### src/hw/qdsl_defs.vh
// Constants for the quad converter serial load port
`ifndef QDSL_DEFS_VH
`define QDSL_DEFS_VH

// ----------------------------------------------------------------
// Word layout
// ----------------------------------------------------------------
`define QDSL_WORD_W      16
`define QDSL_DATA_W      12
`define QDSL_CHAN_HI     15
`define QDSL_CHAN_LO     14
`define QDSL_CMD_HI      13
`define QDSL_CMD_LO      12

// ----------------------------------------------------------------
// Command codes
// ----------------------------------------------------------------
`define QDSL_CMD_INPUT   2'h0
`define QDSL_CMD_DIRECT  2'h1
`define QDSL_CMD_UPDATE  2'h2
`define QDSL_CMD_EDGE    2'h3

// ----------------------------------------------------------------
// Register map and reset values
// ----------------------------------------------------------------
`define QDSL_REG_CTRL    4'h0
`define QDSL_REG_STAT    4'h4
`define QDSL_REG_WORD    4'h8
`define QDSL_CTRL_RST    1'h1
`define QDSL_RESP_OKAY   2'h0
`define QDSL_RESP_SLVERR 2'h2

// ----------------------------------------------------------------
// Timing
// ----------------------------------------------------------------
`define QDSL_CLK_NS      10
`define QDSL_GUARD_NS    35
`define QDSL_GUARD_CYC   ((`QDSL_GUARD_NS + `QDSL_CLK_NS - 1) / `QDSL_CLK_NS)

`endif

### src/hw/qdsl_port.v
// Serial load port of a four channel 12-bit converter, with AXI4-Lite status
`include "qdsl_defs.vh"
`default_nettype none

module qdsl_port #(
   parameter DATA_W = `QDSL_DATA_W
) (
   input  wire                 ref_clk,
   input  wire                 rst,
   // Serial link pins
   // (inputs all asynchronous to ref_clk, synchronised below)
   input  wire                 select_n,
   input  wire                 shift_clk,
   input  wire                 serial_in,
   input  wire                 load_all_strobe_n,
   output reg                  serial_echo_out,
   // Converter codes, channel 0 in the low bits
   // (one register per channel, updated by direct and update words and on strobe or software load-all)
   output reg  [4*DATA_W-1:0]  conv_codes,
   // AXI4-Lite slave
   input  wire [3:0]           s_axi_awaddr,
   input  wire                 s_axi_awvalid,
   output wire                 s_axi_awready,
   input  wire [31:0]          s_axi_wdata,
   input  wire [3:0]           s_axi_wstrb,
   input  wire                 s_axi_wvalid,
   output wire                 s_axi_wready,
   output reg  [1:0]           s_axi_bresp,
   output reg                  s_axi_bvalid,
   input  wire                 s_axi_bready,
   input  wire [3:0]           s_axi_araddr,
   input  wire                 s_axi_arvalid,
   output wire                 s_axi_arready,
   output reg  [31:0]          s_axi_rdata,
   output reg  [1:0]           s_axi_rresp,
   output reg                  s_axi_rvalid,
   input  wire                 s_axi_rready
);

   // ----------------------------------------------------------------
   // Pin synchronisers
   // ----------------------------------------------------------------
   reg  [3:0]  meta_r;      // First stage, read only by second stage
   reg  [3:0]  sync_r;      // Second stage: sel, clk, din, load
   reg         clk_d_r;     // Previous synchronised shift clock
   reg         sel_d_r;     // Previous synchronised select

   // Two flops on every pin, since the host runs on its own clock.
   // Reset levels match the idle pins (clock low, the rest high), so
   // no false edge is seen in the first cycles after reset
   always @(posedge ref_clk) begin
      if (rst) begin
         meta_r  <= 4'hD;
         sync_r  <= 4'hD;
         clk_d_r <= 1'b0;
         sel_d_r <= 1'b1;
      end else begin
         meta_r  <= {load_all_strobe_n, serial_in, shift_clk, select_n};
         sync_r  <= meta_r;
         clk_d_r <= sync_r[1];
         sel_d_r <= sync_r[0];
      end
   end

   // Edge of a sampled level
   // Used for both edges of both the select and the shift clock
   function rise_of;
      input now_v;
      input old_v;
      begin
         rise_of = now_v & ~old_v;
      end
   endfunction

   // Every detected edge lags its pin by two cycles; select and clock
   // share that lag, so their order at the pins is kept
   wire sel_low   = ~sync_r[0];
   wire sel_rise  = rise_of(sync_r[0], sel_d_r);
   wire sel_fall  = rise_of(sel_d_r, sync_r[0]);
   wire sclk_rise = rise_of(sync_r[1], clk_d_r);
   wire sclk_fall = rise_of(clk_d_r, sync_r[1]);
   wire load_low  = ~sync_r[3];

   // ----------------------------------------------------------------
   // Control state
   // ----------------------------------------------------------------
   // Frame state lives on ref_clk; the shift clock is only an input
   // whose edges are found by sampling
   reg  [15:0]       shift_r;     // Data-in / data-out shift register
   reg  [4:0]        bits_r;      // Bits shifted this frame
   reg  [2:0]        guard_r;     // Quiet time after select rises
   reg               edge_rise_r; // 1: echo on rising clock edge
   reg               enable_r;    // Software enable of the port
   reg               soft_load_r; // Software load-all request
   reg  [15:0]       last_word_r; // Last latched word
   reg  [15:0]       frames_r;    // Frames latched
   reg               short_r;     // Last frame was not 16 bits
   reg  [DATA_W-1:0] inp_r [0:3]; // Input registers
   integer           i;           // Loop index of the frame process
   integer           j;           // Loop index of the converter process

   // Guard length in cycles, cut to the counter width on purpose
   localparam [31:0] GUARD_FULL = `QDSL_GUARD_CYC;
   localparam [2:0]  GUARD_CYC  = GUARD_FULL[2:0];

   wire [1:0]        cmd  = shift_r[`QDSL_CMD_HI:`QDSL_CMD_LO];
   wire [1:0]        chan = shift_r[`QDSL_CHAN_HI:`QDSL_CHAN_LO];
   wire              shift_go = sel_low && sclk_rise && enable_r && (guard_r == 3'h0);

   // ----------------------------------------------------------------
   // Shift register, echo output and frame latch
   // ----------------------------------------------------------------
   // Shifting only while selected; a clock edge sampled while select is
   // high never enters, which covers edges before the fall and after the rise
   // The bit counter saturates so an overlong frame is also refused
   always @(posedge ref_clk) begin
      if (rst) begin
         shift_r         <= 16'h0000;
         bits_r          <= 5'h00;
         guard_r         <= 3'h0;
         serial_echo_out <= 1'b1;
         edge_rise_r     <= 1'b0;
         last_word_r     <= 16'h0000;
         frames_r        <= 16'h0000;
         short_r         <= 1'b0;
         for (i = 0; i < 4; i = i + 1) begin
            inp_r[i] <= {DATA_W{1'b0}};
         end
      end else begin
         // Guard window counts down after select rises; it keeps running
         // if select falls again early, so a clock edge hard after the
         // rise can never start the next word
         if (sel_rise) begin
            guard_r <= GUARD_CYC;
         end else if (guard_r != 3'h0) begin
            guard_r <= guard_r - 3'h1;
         end
         if (sel_fall) begin
            bits_r <= 5'h00;
         end
         if (shift_go) begin
            shift_r <= {shift_r[14:0], sync_r[2]};
            if (bits_r != 5'h1F) begin
               bits_r <= bits_r + 5'h01;
            end
         end
         // Echo output: high while deselected or disabled, else end of shift chain
         // On select fall the old end bit shows before the first clock
         if (!sel_low || !enable_r) begin
            serial_echo_out <= 1'b1;
         end else if (sel_fall) begin
            serial_echo_out <= shift_r[15];
         end else if (edge_rise_r && shift_go) begin
            serial_echo_out <= shift_r[14];
         end else if (!edge_rise_r && sclk_fall) begin
            serial_echo_out <= shift_r[15];
         end
         // Latch on select rising edge; a short frame is dropped
         // whole, since a partial word would load a wrong channel or code
         if (sel_rise && enable_r) begin
            if (bits_r == 5'h10) begin
               last_word_r <= shift_r;
               frames_r    <= frames_r + 16'h0001;
               short_r     <= 1'b0;
               case (cmd)
                  `QDSL_CMD_INPUT, `QDSL_CMD_DIRECT: begin
                     inp_r[chan] <= shift_r[DATA_W-1:0];
                  end
                  `QDSL_CMD_EDGE: begin
                     edge_rise_r <= shift_r[0];
                  end
                  default: begin
                     // Update command writes no input register
                  end
               endcase
            end else if (bits_r != 5'h00) begin
               short_r <= 1'b1;
            end
         end
      end
   end

   // ----------------------------------------------------------------
   // Converter registers
   // ----------------------------------------------------------------
   // The strobe acts on its level, so held low the converters follow
   // their input registers one cycle after any update
   // A software load pulse does the same for one cycle; both win over
   // a frame update in the same cycle
   always @(posedge ref_clk) begin
      if (rst) begin
         conv_codes <= {4*DATA_W{1'b0}};
      end else if (load_low || soft_load_r) begin
         for (j = 0; j < 4; j = j + 1) begin
            conv_codes[j*DATA_W +: DATA_W] <= inp_r[j];
         end
      end else if (sel_rise && enable_r && bits_r == 5'h10) begin
         if (cmd == `QDSL_CMD_DIRECT) begin
            conv_codes[chan*DATA_W +: DATA_W] <= shift_r[DATA_W-1:0];
         end else if (cmd == `QDSL_CMD_UPDATE) begin
            for (j = 0; j < 4; j = j + 1) begin
               conv_codes[j*DATA_W +: DATA_W] <= inp_r[j];
            end
         end
      end
   end

   // ----------------------------------------------------------------
   // AXI4-Lite write channel
   // ----------------------------------------------------------------
   reg         aw_full_r;   // Write address held
   reg  [3:0]  aw_addr_r;
   reg         w_full_r;    // Write data held
   reg  [31:0] w_data_r;
   reg  [3:0]  w_strb_r;

   assign s_axi_awready = !aw_full_r && !s_axi_bvalid;
   assign s_axi_wready  = !w_full_r && !s_axi_bvalid;

   // Address and data accepted in either order; response follows both
   // Only one write is held at a time: both readies drop while a
   // response waits, which keeps the slave free of a second buffer
   always @(posedge ref_clk) begin
      if (rst) begin
         aw_full_r    <= 1'b0;
         aw_addr_r    <= 4'h0;
         w_full_r     <= 1'b0;
         w_data_r     <= 32'h00000000;
         w_strb_r     <= 4'h0;
         s_axi_bvalid <= 1'b0;
         s_axi_bresp  <= `QDSL_RESP_OKAY;
         enable_r     <= `QDSL_CTRL_RST;
         soft_load_r  <= 1'b0;
      end else begin
         soft_load_r <= 1'b0;
         if (s_axi_awvalid && s_axi_awready) begin
            aw_full_r <= 1'b1;
            aw_addr_r <= s_axi_awaddr;
         end
         if (s_axi_wvalid && s_axi_wready) begin
            w_full_r <= 1'b1;
            w_data_r <= s_axi_wdata;
            w_strb_r <= s_axi_wstrb;
         end
         if (aw_full_r && w_full_r) begin
            aw_full_r    <= 1'b0;
            w_full_r     <= 1'b0;
            s_axi_bvalid <= 1'b1;
            if (aw_addr_r == `QDSL_REG_CTRL) begin
               s_axi_bresp <= `QDSL_RESP_OKAY;
               if (w_strb_r[0]) begin
                  enable_r    <= w_data_r[0];
                  soft_load_r <= w_data_r[1];
               end
            end else begin
               s_axi_bresp <= `QDSL_RESP_SLVERR;
            end
         end else if (s_axi_bvalid && s_axi_bready) begin
            s_axi_bvalid <= 1'b0;
         end
      end
   end

   // ----------------------------------------------------------------
   // AXI4-Lite read channel
   // ----------------------------------------------------------------
   // Shift path, status and enable are visible; converter values are not readable
   // Read data are registered and answer one cycle after the address
   // is taken; a new address waits until the data are accepted
   assign s_axi_arready = !s_axi_rvalid;

   always @(posedge ref_clk) begin
      if (rst) begin
         s_axi_rvalid <= 1'b0;
         s_axi_rdata  <= 32'h00000000;
         s_axi_rresp  <= `QDSL_RESP_OKAY;
      end else if (s_axi_arvalid && s_axi_arready) begin
         s_axi_rvalid <= 1'b1;
         s_axi_rresp  <= `QDSL_RESP_OKAY;
         case (s_axi_araddr)
            `QDSL_REG_CTRL: begin
               s_axi_rdata <= {30'h00000000, 1'b0, enable_r};
            end
            `QDSL_REG_STAT: begin
               s_axi_rdata <= {frames_r, 8'h00, 2'h0, short_r, edge_rise_r,
                               sel_low, 3'h0};
            end
            `QDSL_REG_WORD: begin
               s_axi_rdata <= {shift_r, last_word_r};
            end
            default: begin
               s_axi_rdata <= 32'h00000000;
               s_axi_rresp <= `QDSL_RESP_SLVERR;
            end
         endcase
      end else if (s_axi_rvalid && s_axi_rready) begin
         s_axi_rvalid <= 1'b0;
      end
   end

endmodule

`default_nettype wire

### config.mk
export PLATFORM = sky130hd
export DESIGN_NAME = qdsl_port
export DESIGN_NICKNAME = d
export VERILOG_FILES = /design/src/hw/qdsl_port.v
export VERILOG_INCLUDE_DIRS = /design/src /design/src/hw
export SDC_FILE = /design/constraint.sdc
export NUM_CORES = 1
export LEC_CHECK = 0
export ABC_CLOCK_PERIOD_IN_PS = 3700
export CAP_MARGIN = 10
export CELL_PAD_IN_SITES_DETAIL_PLACEMENT = 0
export CELL_PAD_IN_SITES_GLOBAL_PLACEMENT = 1
export CORE_ASPECT_RATIO = 1.1
export CORE_UTILIZATION = 50
export CTS_BUF_LIST = sky130_fd_sc_hd__clkbuf_8
export DETAILED_ROUTE_END_ITERATION = 16
export DONT_BUFFER_PORTS = 1
export PLACE_DENSITY_LB_ADDON = 0.05
export SLEW_MARGIN = 25
export SYNTH_ARGS = -nofsm -noshare
export SYNTH_HDL_FRONTEND = slang
export SYNTH_SLANG_ARGS = --single-unit
### constraint.sdc
create_clock -name ref_clk -period 3.7 [get_ports ref_clk]
set_clock_uncertainty 0.2 [all_clocks]
set_input_delay 0.74 -clock ref_clk [delete_from_list [all_inputs] [get_ports ref_clk]]
set_output_delay 0.74 -clock ref_clk [all_outputs]
set_load 0.1 [all_outputs]
==> metrics.md, run 1 <==
| Metric | Value |
|---|---|
| Status | `finished clean` |
| Setup Fix Bufs, Post-CTS | `0` |
| Clk buf depth | `3` |
| Setup TNS | `0 ns` |
| Met3 usage | `0.0532` |
| Worst Setup Start Kind | `flip-flop` |
| Crit-path cells | `inv_1 -> ha_1 -> and2_1 -> nor4b_1 -> buf_4 -> a22oi_1 -> a211oi_1` |
| Global-route wire length before repair | `37100 microns` |
| Ys async rst share | `0` |
| Vias in the first global route | `6928` |
| Post-DRT Antenna Nets | `0` |
| Synth top area share | `0.360` |
| Number of diodes | `0` |
| H-tree levels | `2` |
| Slew headroom | `0.326` |
| DRT iter0 DRCs | `492` |
| Largest net degree at the start of global routing | `133` |
| Antenna violations before repair | `0` |
| Synthesized area | `9120 sq um` |
| Critical Path AT | `3.29 ns` |
| Core footprint | `17800 sq um` |
| Global route total overflow | `0` |
| Final min period | `3.07 ns` |
| Slowest-stage cell, CP | `ha_1` |
| Fmax | `326 MHz` |
| Num CTS Buffers | `36` |
| Ys Warns | `0` |
| DIE AREA | `18800 sq um` |
| Top-level port count | `145` |
| Rows | `51` |
| Reg2reg start | `shift_r[15]$_SDFFE_PP0N_` |
| Worst Tran Pin Value | `1.01 ns` |
| Post-synth EDFFs | `48` |
| Min setup slack post-route | `0.633 ns` |
| Setup Crit Path Kind | `flip-flop to flip-flop` |
| GR peak layer | `met2` |
| Crit Path Max Fanout | `25` |
| Hold-fix buffers, CTS | `0` |
| Worst VDD drop | `0.000256 V` |
| Req. time, crit path | `3.93 ns` |
| Synthesized netlist cell count | `959` |
| CP peak stage delay | `0.80 ns` |
| RSZ-0062 raised after global routing | `false` |
| # DRC | `0` |
| Worst-Skew Late Latency | `0.52 ns` |
| Pins Over Slew Limit | `0` |
| Clock sink count | `212` |
| PortBufs | `0` |
| Fin nets | `1009` |
| Clock root cell | `clkbuf_8` |
| Initial core utilization | `0.512` |
| Max-cap violation count | `0` |
| Area growth, synth to finish | `9.84%` |
| Area after DPL | `9350 sq um` |
| Largest area contributor in the netlist | `dfxtp_1` |
| CTS tree | `done` |
| Layout cell share with drive strength beyond 1 | `0.112` |
| Design Area, Final | `10000 sq um` |
| Min-Delay Path Class | `primary input to flip-flop` |
| Leakage power | `3.64 nW` |
| Final setup viols | `0` |
| Fillers | `1590` |
| First-pass DRT Iterations | `5` |
| Yosys reg bits | `212` |
| Setup slack after placement | `0.687 ns` |
| RD Place Congestion | `0.816` |
| Routed len/inst | `19.8 microns` |
| WHS | `0.0789 ns` |
| Post-synthesis sequential area ratio | `0.518` |
| CP bufs+invs | `2` |
| Hold Startpoint | `rst` |
| Synth unique cells | `54` |
| GRT Util Overall | `0.258` |
| Area contributors post-synth | `dfxtp_1, edfxtp_1, a21oi_1, a22oi_1, and2_1` |
| Syn avg cell area | `9.51 sq um` |
| Post-cts sizing count | `0` |
| Die Ht | `144 microns` |
| M2 GR Usage | `0.434` |
| Total wire length | `23900 microns` |
| Ys flop type | `dfxtp_1` |
| CP delay by family, top | `adder cells` |
| Worst Setup End Kind | `flip-flop` |
| DPL Wire Length | `15200 microns` |
| Pwr Density | `488 nW/um^2` |
| Worst-path clk slew | `0.06 ns` |
| Drt via density | `5.99` |
| CP startpoint | `shift_r[15]$_SDFFE_PP0N_` |
| GR Layer Usage met1 | `0.320` |
| Fin. Hold Viols | `0` |
| Die W | `131 microns` |
| Via count | `7221` |
| Fin crit share | `0.829` |
[layout by cell type (no fill, tap or decap), types with 6 or more instances in the layout]
cell type and count:
a211oi_1 19, a21oi_1 97, a22oi_1 61, a2bb2oi_1 19, and2_1 54, buf_4 34
clkbuf_8 42, clkinv_1 7, dfxtp_1 164, edfxtp_1 48, ha_1 12, inv_1 29
mux2i_1 17, nand2_1 75, nand2b_1 7, nand3_1 52, nor2_1 54, nor2b_1 9
nor3_1 19, o21ai_0 10, o31ai_1 36, or2_2 13, or3_1 6, or4bb_1 6
xnor2_1 6
[metrics by stage]
step | instances | power (mW) | utilization
after floorplan | 960 | 2.94 | -
after global placement | 1142 | 2.97 | 0.525
after detailed placement | 1142 | 2.98 | 0.525
after CTS | 1206 | 4.94 | 0.563
after global routing | 1206 | 5.07 | 0.563
final | 1206 | 4.89 | 0.563
[worst register-to-register path: cells and delay by family, from the launching register on]
kind	cells	cell delay (ns)
DFF	1	0.51
and+or+nand+nor	2	0.69
adders and majority gates	1	0.80
AOI/OAI and AO/OA	2	0.33
buffers and inverters	2	0.45
[cells in the mapped netlist (all sizes together), types with 19 or more instances]
cell type / count
edfxtp: 48
nor2: 56
clkbuf: 65
dfxtp: 164
a2bb2oi: 19
a211oi: 19
nor3: 19
o31ai: 36
a22oi: 61
a21oi: 97
buf: 25
nand3: 52
nand2: 75
and2: 54
[flip-flops by register name, summed over array words and instances (netlist names), 2 cells and up]
register     count
aw_addr_r        4
inp_r           48
meta_r           4
frames_r        16
s_axi_rdata     32
guard_r          3
shift_r         16
sync_r           4
w_data_r         2
bits_r           5
conv_codes      48
last_word_r     16
[final cells by class]
| type | count | area [sq um] | share of cell area |
|---|---|---|---|
| well taps | 238 | 298 | 0.0297 |
| clock inverters | 22 | 86.3 | 0.00862 |
| multi-input cells | 641 | 4010 | 0.401 |
| clock buffers | 42 | 578 | 0.0577 |
| inverters | 17 | 63.8 | 0.00637 |
| flip-flops and latches | 212 | 4720 | 0.472 |
| repair buffers | 34 | 255 | 0.0255 |
[logic make-up after synthesis]
group | synth area share
DFF | 0.518
xor gates and xnor gates | 0.00768
AOI/OAI and AO/OA | 0.188
and+or+nand+nor | 0.201
muxes | 0.0224
adders and majority gates | 0.0165
other | 0.000411
buffers and inverters | 0.0464
[metal layers]
layer | vias up | routed length (microns)
met3 | 59 | 1570
met4 | 0 | 734
met2 | 262 | 11700
met1 | 3453 | 9930
li1 | 3447 | -
met5 | - | 0
[path summary, 6_finish.rpt]
path | to | slack, ns | cells after the start
hold reg to reg | sync_r[2]$_SDFF_PP1_ | 0.21 | 1
hold / removal | frames_r[8]$_SDFFE_PP0P_ | 0.08 | 1
setup reg to reg | conv_codes[26]$_SDFFE_PP0P_ | 0.63 | 7
setup / recovery | conv_codes[26]$_SDFFE_PP0P_ | 0.63 | 7
[power breakdown]
| group | internal [mW] | total (mW) | switching, mW |
|---|---|---|---|
| Sequential | 2.43 | 2.68 | 0.245 |
| Combinational | 0.0906 | 0.256 | 0.165 |
| Clock | 1.03 | 1.96 | 0.927 |
(Power assumes the default switching activity.)
==> run 2: changes to the inputs <==
--- a/config.mk
+++ b/config.mk
@@ -6,12 +6,12 @@
 export SDC_FILE = /design/constraint.sdc
 export NUM_CORES = 1
 export LEC_CHECK = 0
-export ABC_CLOCK_PERIOD_IN_PS = 3700
+export ABC_CLOCK_PERIOD_IN_PS = 2650
 export CAP_MARGIN = 10
 export CELL_PAD_IN_SITES_DETAIL_PLACEMENT = 0
 export CELL_PAD_IN_SITES_GLOBAL_PLACEMENT = 1
 export CORE_ASPECT_RATIO = 1.1
-export CORE_UTILIZATION = 50
+export CORE_UTILIZATION = 46
 export CTS_BUF_LIST = sky130_fd_sc_hd__clkbuf_8
 export DETAILED_ROUTE_END_ITERATION = 16
 export DONT_BUFFER_PORTS = 1
==> constraint.sdc (replaced) <==
create_clock -name ref_clk -period 2.65 [get_ports ref_clk]
set_clock_uncertainty 0.2 [all_clocks]
set_input_delay 0.53 -clock ref_clk [delete_from_list [all_inputs] [get_ports ref_clk]]
set_output_delay 0.53 -clock ref_clk [all_outputs]
set_load 0.1 [all_outputs]
==> metrics.md, run 2 (synthesis gave the netlist of run 1 again) <==
| Metric | Value |
|---|---|
| Crit Path Max Fanout | `28 (was 25)` |
| Routed len/inst | `18.8 microns (was 19.8 microns)` |
| Setup Crit Path Kind | `flip-flop to flip-flop (unchanged)` |
| Reg2reg start | `shift_r[14]$_SDFFE_PP0N_ (was shift_r[15]$_SDFFE_PP0N_)` |
| DIE AREA | `20400 sq um (was 18800 sq um)` |
| Number of diodes | `0 (unchanged)` |
| Largest registers | `conv_codes: 48 flops, inp_r: 48 flops, s_axi_rdata: 32 flops (unchanged)` |
| Global-route wire length before repair | `39600 microns (was 37100 microns)` |
| Top-level port count | `145 (unchanged)` |
| Worst reg2reg path endpoint | `conv_codes[24]$_SDFFE_PP0P_ (was conv_codes[26]$_SDFFE_PP0P_)` |
| Drt via density | `5.70 (was 5.99)` |
| Pwr Density | `619 nW/um^2 (was 488 nW/um^2)` |
| Worst Setup End Kind | `flip-flop (unchanged)` |
| DRT iter0 DRCs | `420 (was 492)` |
| GRT Util Overall | `0.251 (was 0.258)` |
| Crit path to | `conv_codes[24]$_SDFFE_PP0P_ (was conv_codes[26]$_SDFFE_PP0P_)` |
| Global route total overflow | `0 (unchanged)` |
| Via count | `7677 (was 7221)` |
| Post-DRT Antenna Nets | `0 (unchanged)` |
| RD Place Congestion | `0.863 (was 0.816)` |
| Fin nets | `1146 (was 1009)` |
| Worst Tran Pin Value | `0.989 ns (was 1.01 ns)` |
| Status | `finished clean (unchanged)` |
| Design Area, Final | `11200 sq um (was 10000 sq um)` |
| Max-cap violation count | `0 (unchanged)` |
| Clk buf depth | `3 (unchanged)` |
| Layout cell share with drive strength beyond 1 | `0.201 (was 0.112)` |
| Commonest non-fill, non-tap cell in the layout | `dfxtp_1 (unchanged)` |
| Die Ht | `150 microns (was 144 microns)` |
| Worst-path clk slew | `0.06 ns (about the same)` |
| DPL Wire Length | `16400 microns (was 15200 microns)` |
| Num CTS Buffers | `37 (was 36)` |
| Vias in the first global route | `7595 (was 6928)` |
| Combinational Power Share | `0.111 (was 0.052)` |
| Slew headroom | `0.340 (was 0.326)` |
| CP startpoint | `shift_r[14]$_SDFFE_PP0N_ (was shift_r[15]$_SDFFE_PP0N_)` |
| Leakage power | `4.38 nW (was 3.64 nW)` |
| Final setup viols | `0 (unchanged)` |
| Rows | `53 (was 51)` |
| Largest net degree at the start of global routing | `110 (was 133)` |
| Worst VDD drop | `0.000403 V (was 0.000256 V)` |
| Sw frac | `0.269 (was 0.273)` |
| Fin crit share | `0.952 (was 0.829)` |
| RSZ-0062 raised after global routing | `false (unchanged)` |
| Area after DPL | `10200 sq um (was 9350 sq um)` |
| Critical Path AT | `2.74 ns (was 3.29 ns)` |
| Register-to-Register Setup Slack | `0.13 ns (was 0.63 ns)` |
| Reg power frac | `0.499 (was 0.547)` |
| P_sw | `1.86 mW (was 1.34 mW)` |
| Min-Delay Path Class | `primary input to flip-flop (unchanged)` |
| Clk pwr share | `0.390 (was 0.400)` |
| Fmax | `396 MHz (was 326 MHz)` |
| Pins Over Slew Limit | `0 (unchanged)` |
| Die W | `136 microns (was 131 microns)` |
| Worst Reg-to-Reg Cells | `8 (was 7)` |
| Area growth, synth to finish | `22.3% (was 9.84%)` |
| CTS tree | `done (unchanged)` |
| Worst Setup Start Kind | `flip-flop (unchanged)` |
| Clock sink count | `212 (unchanged)` |
| Initial core utilization | `0.473 (was 0.512)` |
| Fin. Hold Viols | `0 (unchanged)` |
| First-pass DRT Iterations | `5 (unchanged)` |
| Fin util | `0.578 (was 0.563)` |
| H-tree levels | `2 (unchanged)` |
| Req. time, crit path | `2.87 ns (was 3.93 ns)` |
| Final min period | `2.52 ns (was 3.07 ns)` |
| Total wire length | `25300 microns (was 23900 microns)` |
| # DRC | `0 (unchanged)` |
| Worst-Skew Late Latency | `0.51 ns (was 0.52 ns)` |
| Power Internal | `5.05 mW (was 3.55 mW)` |
| Most frequent cells in the layout | `dfxtp_1, buf_4, a21oi_1, nand2_1, a22oi_1 (was dfxtp_1, a21oi_1, nand2_1, a22oi_1)` |
| Clock root cell | `clkbuf_8 (unchanged)` |
| PortBufs | `0 (unchanged)` |
| Core footprint | `19300 sq um (was 17800 sq um)` |
| Antenna violations before repair | `0 (unchanged)` |
## run 2: cell type report
cell class | count | area [sq um]
Fill cell | 1686 | 8140
Sequential cell | 212 | 4720
Clock buffer | 43 | 592
Clock inverter | 16 | 60.1
Inverter | 17 | 63.8
Tap cell | 247 | 309
Timing Repair Buffer | 170 | 1360
Multi-Input combinational cell | 641 | 4050
## run 2: critical path, stage by stage, from the launching register on
cell and delay, ns:
dfxtp_1 0.33, inv_1 0.14, ha_1 0.33, buf_4 0.29, and2_1 0.30, nor4b_2 0.33, buf_4 0.19, a22oi_1 0.08
a211oi_1 0.24
## run 2: timing repair
item / 4_1_cts / 5_1_grt
endpoints found under the setup margin: 4 / 45
resized for setup: 1 / 6
hold buffers: 26 / 0
hold endpoints to repair: 120 / 0
buffers inserted: 0 / 0
## run 2: worst min-delay path by stage
stage / from / end / slack (ns) / depth (start not counted)
4_1_cts: rst / enable_r$_SDFFE_PP1P_ / 0.004 / 2
3_3_place_gp: meta_r[0]$_SDFF_PP1_ / sync_r[0]$_SDFF_PP1_ / 0.21 / 1
3_5_place_dp: meta_r[2]$_SDFF_PP1_ / sync_r[2]$_SDFF_PP1_ / 0.21 / 1
6_report: rst / enable_r$_SDFFE_PP1P_ / 0.04 / 2
2_1_floorplan: meta_r[0]$_SDFF_PP1_ / sync_r[0]$_SDFF_PP1_ / 0.19 / 1
5_1_grt: rst / enable_r$_SDFFE_PP1P_ / 0.03 / 2
## run 2: power groups by stage
stage	Sequential (mW)	Combinational (mW)	Clock [mW]
floorplan	3.80	0.306	0
global placement	3.51	0.701	0
detailed placement	3.51	0.717	0
global route	3.45	0.810	2.91
finish	3.45	0.764	2.69
CTS	3.45	0.766	2.75
## run 2: per-stage QoR
step                      setup TNS, ns  hold slack, ns  setup slack, ns  power, mW  std cells
after global routing                  0          0.0261           0.0202       7.17       1346
after global placement                0           0.210           0.0521       4.21       1261
final                                 0          0.0355            0.126       6.90       1346
after detailed placement        -0.0564           0.207          -0.0299       4.23       1261
after CTS                             0         0.00370          0.00235       6.96       1346
after floorplan                       0           0.189           0.0101       4.11        960
## run 2: metal layers
metal | track usage | up-vias | routed length [microns]
li1 | - | 3701 | -
met1 | 0.319 | 3714 | 10900
met2 | 0.427 | 221 | 12400
met3 | 0.0464 | 41 | 1390
met4 | 0.0828 | 0 | 570
met5 | 0 | - | 0
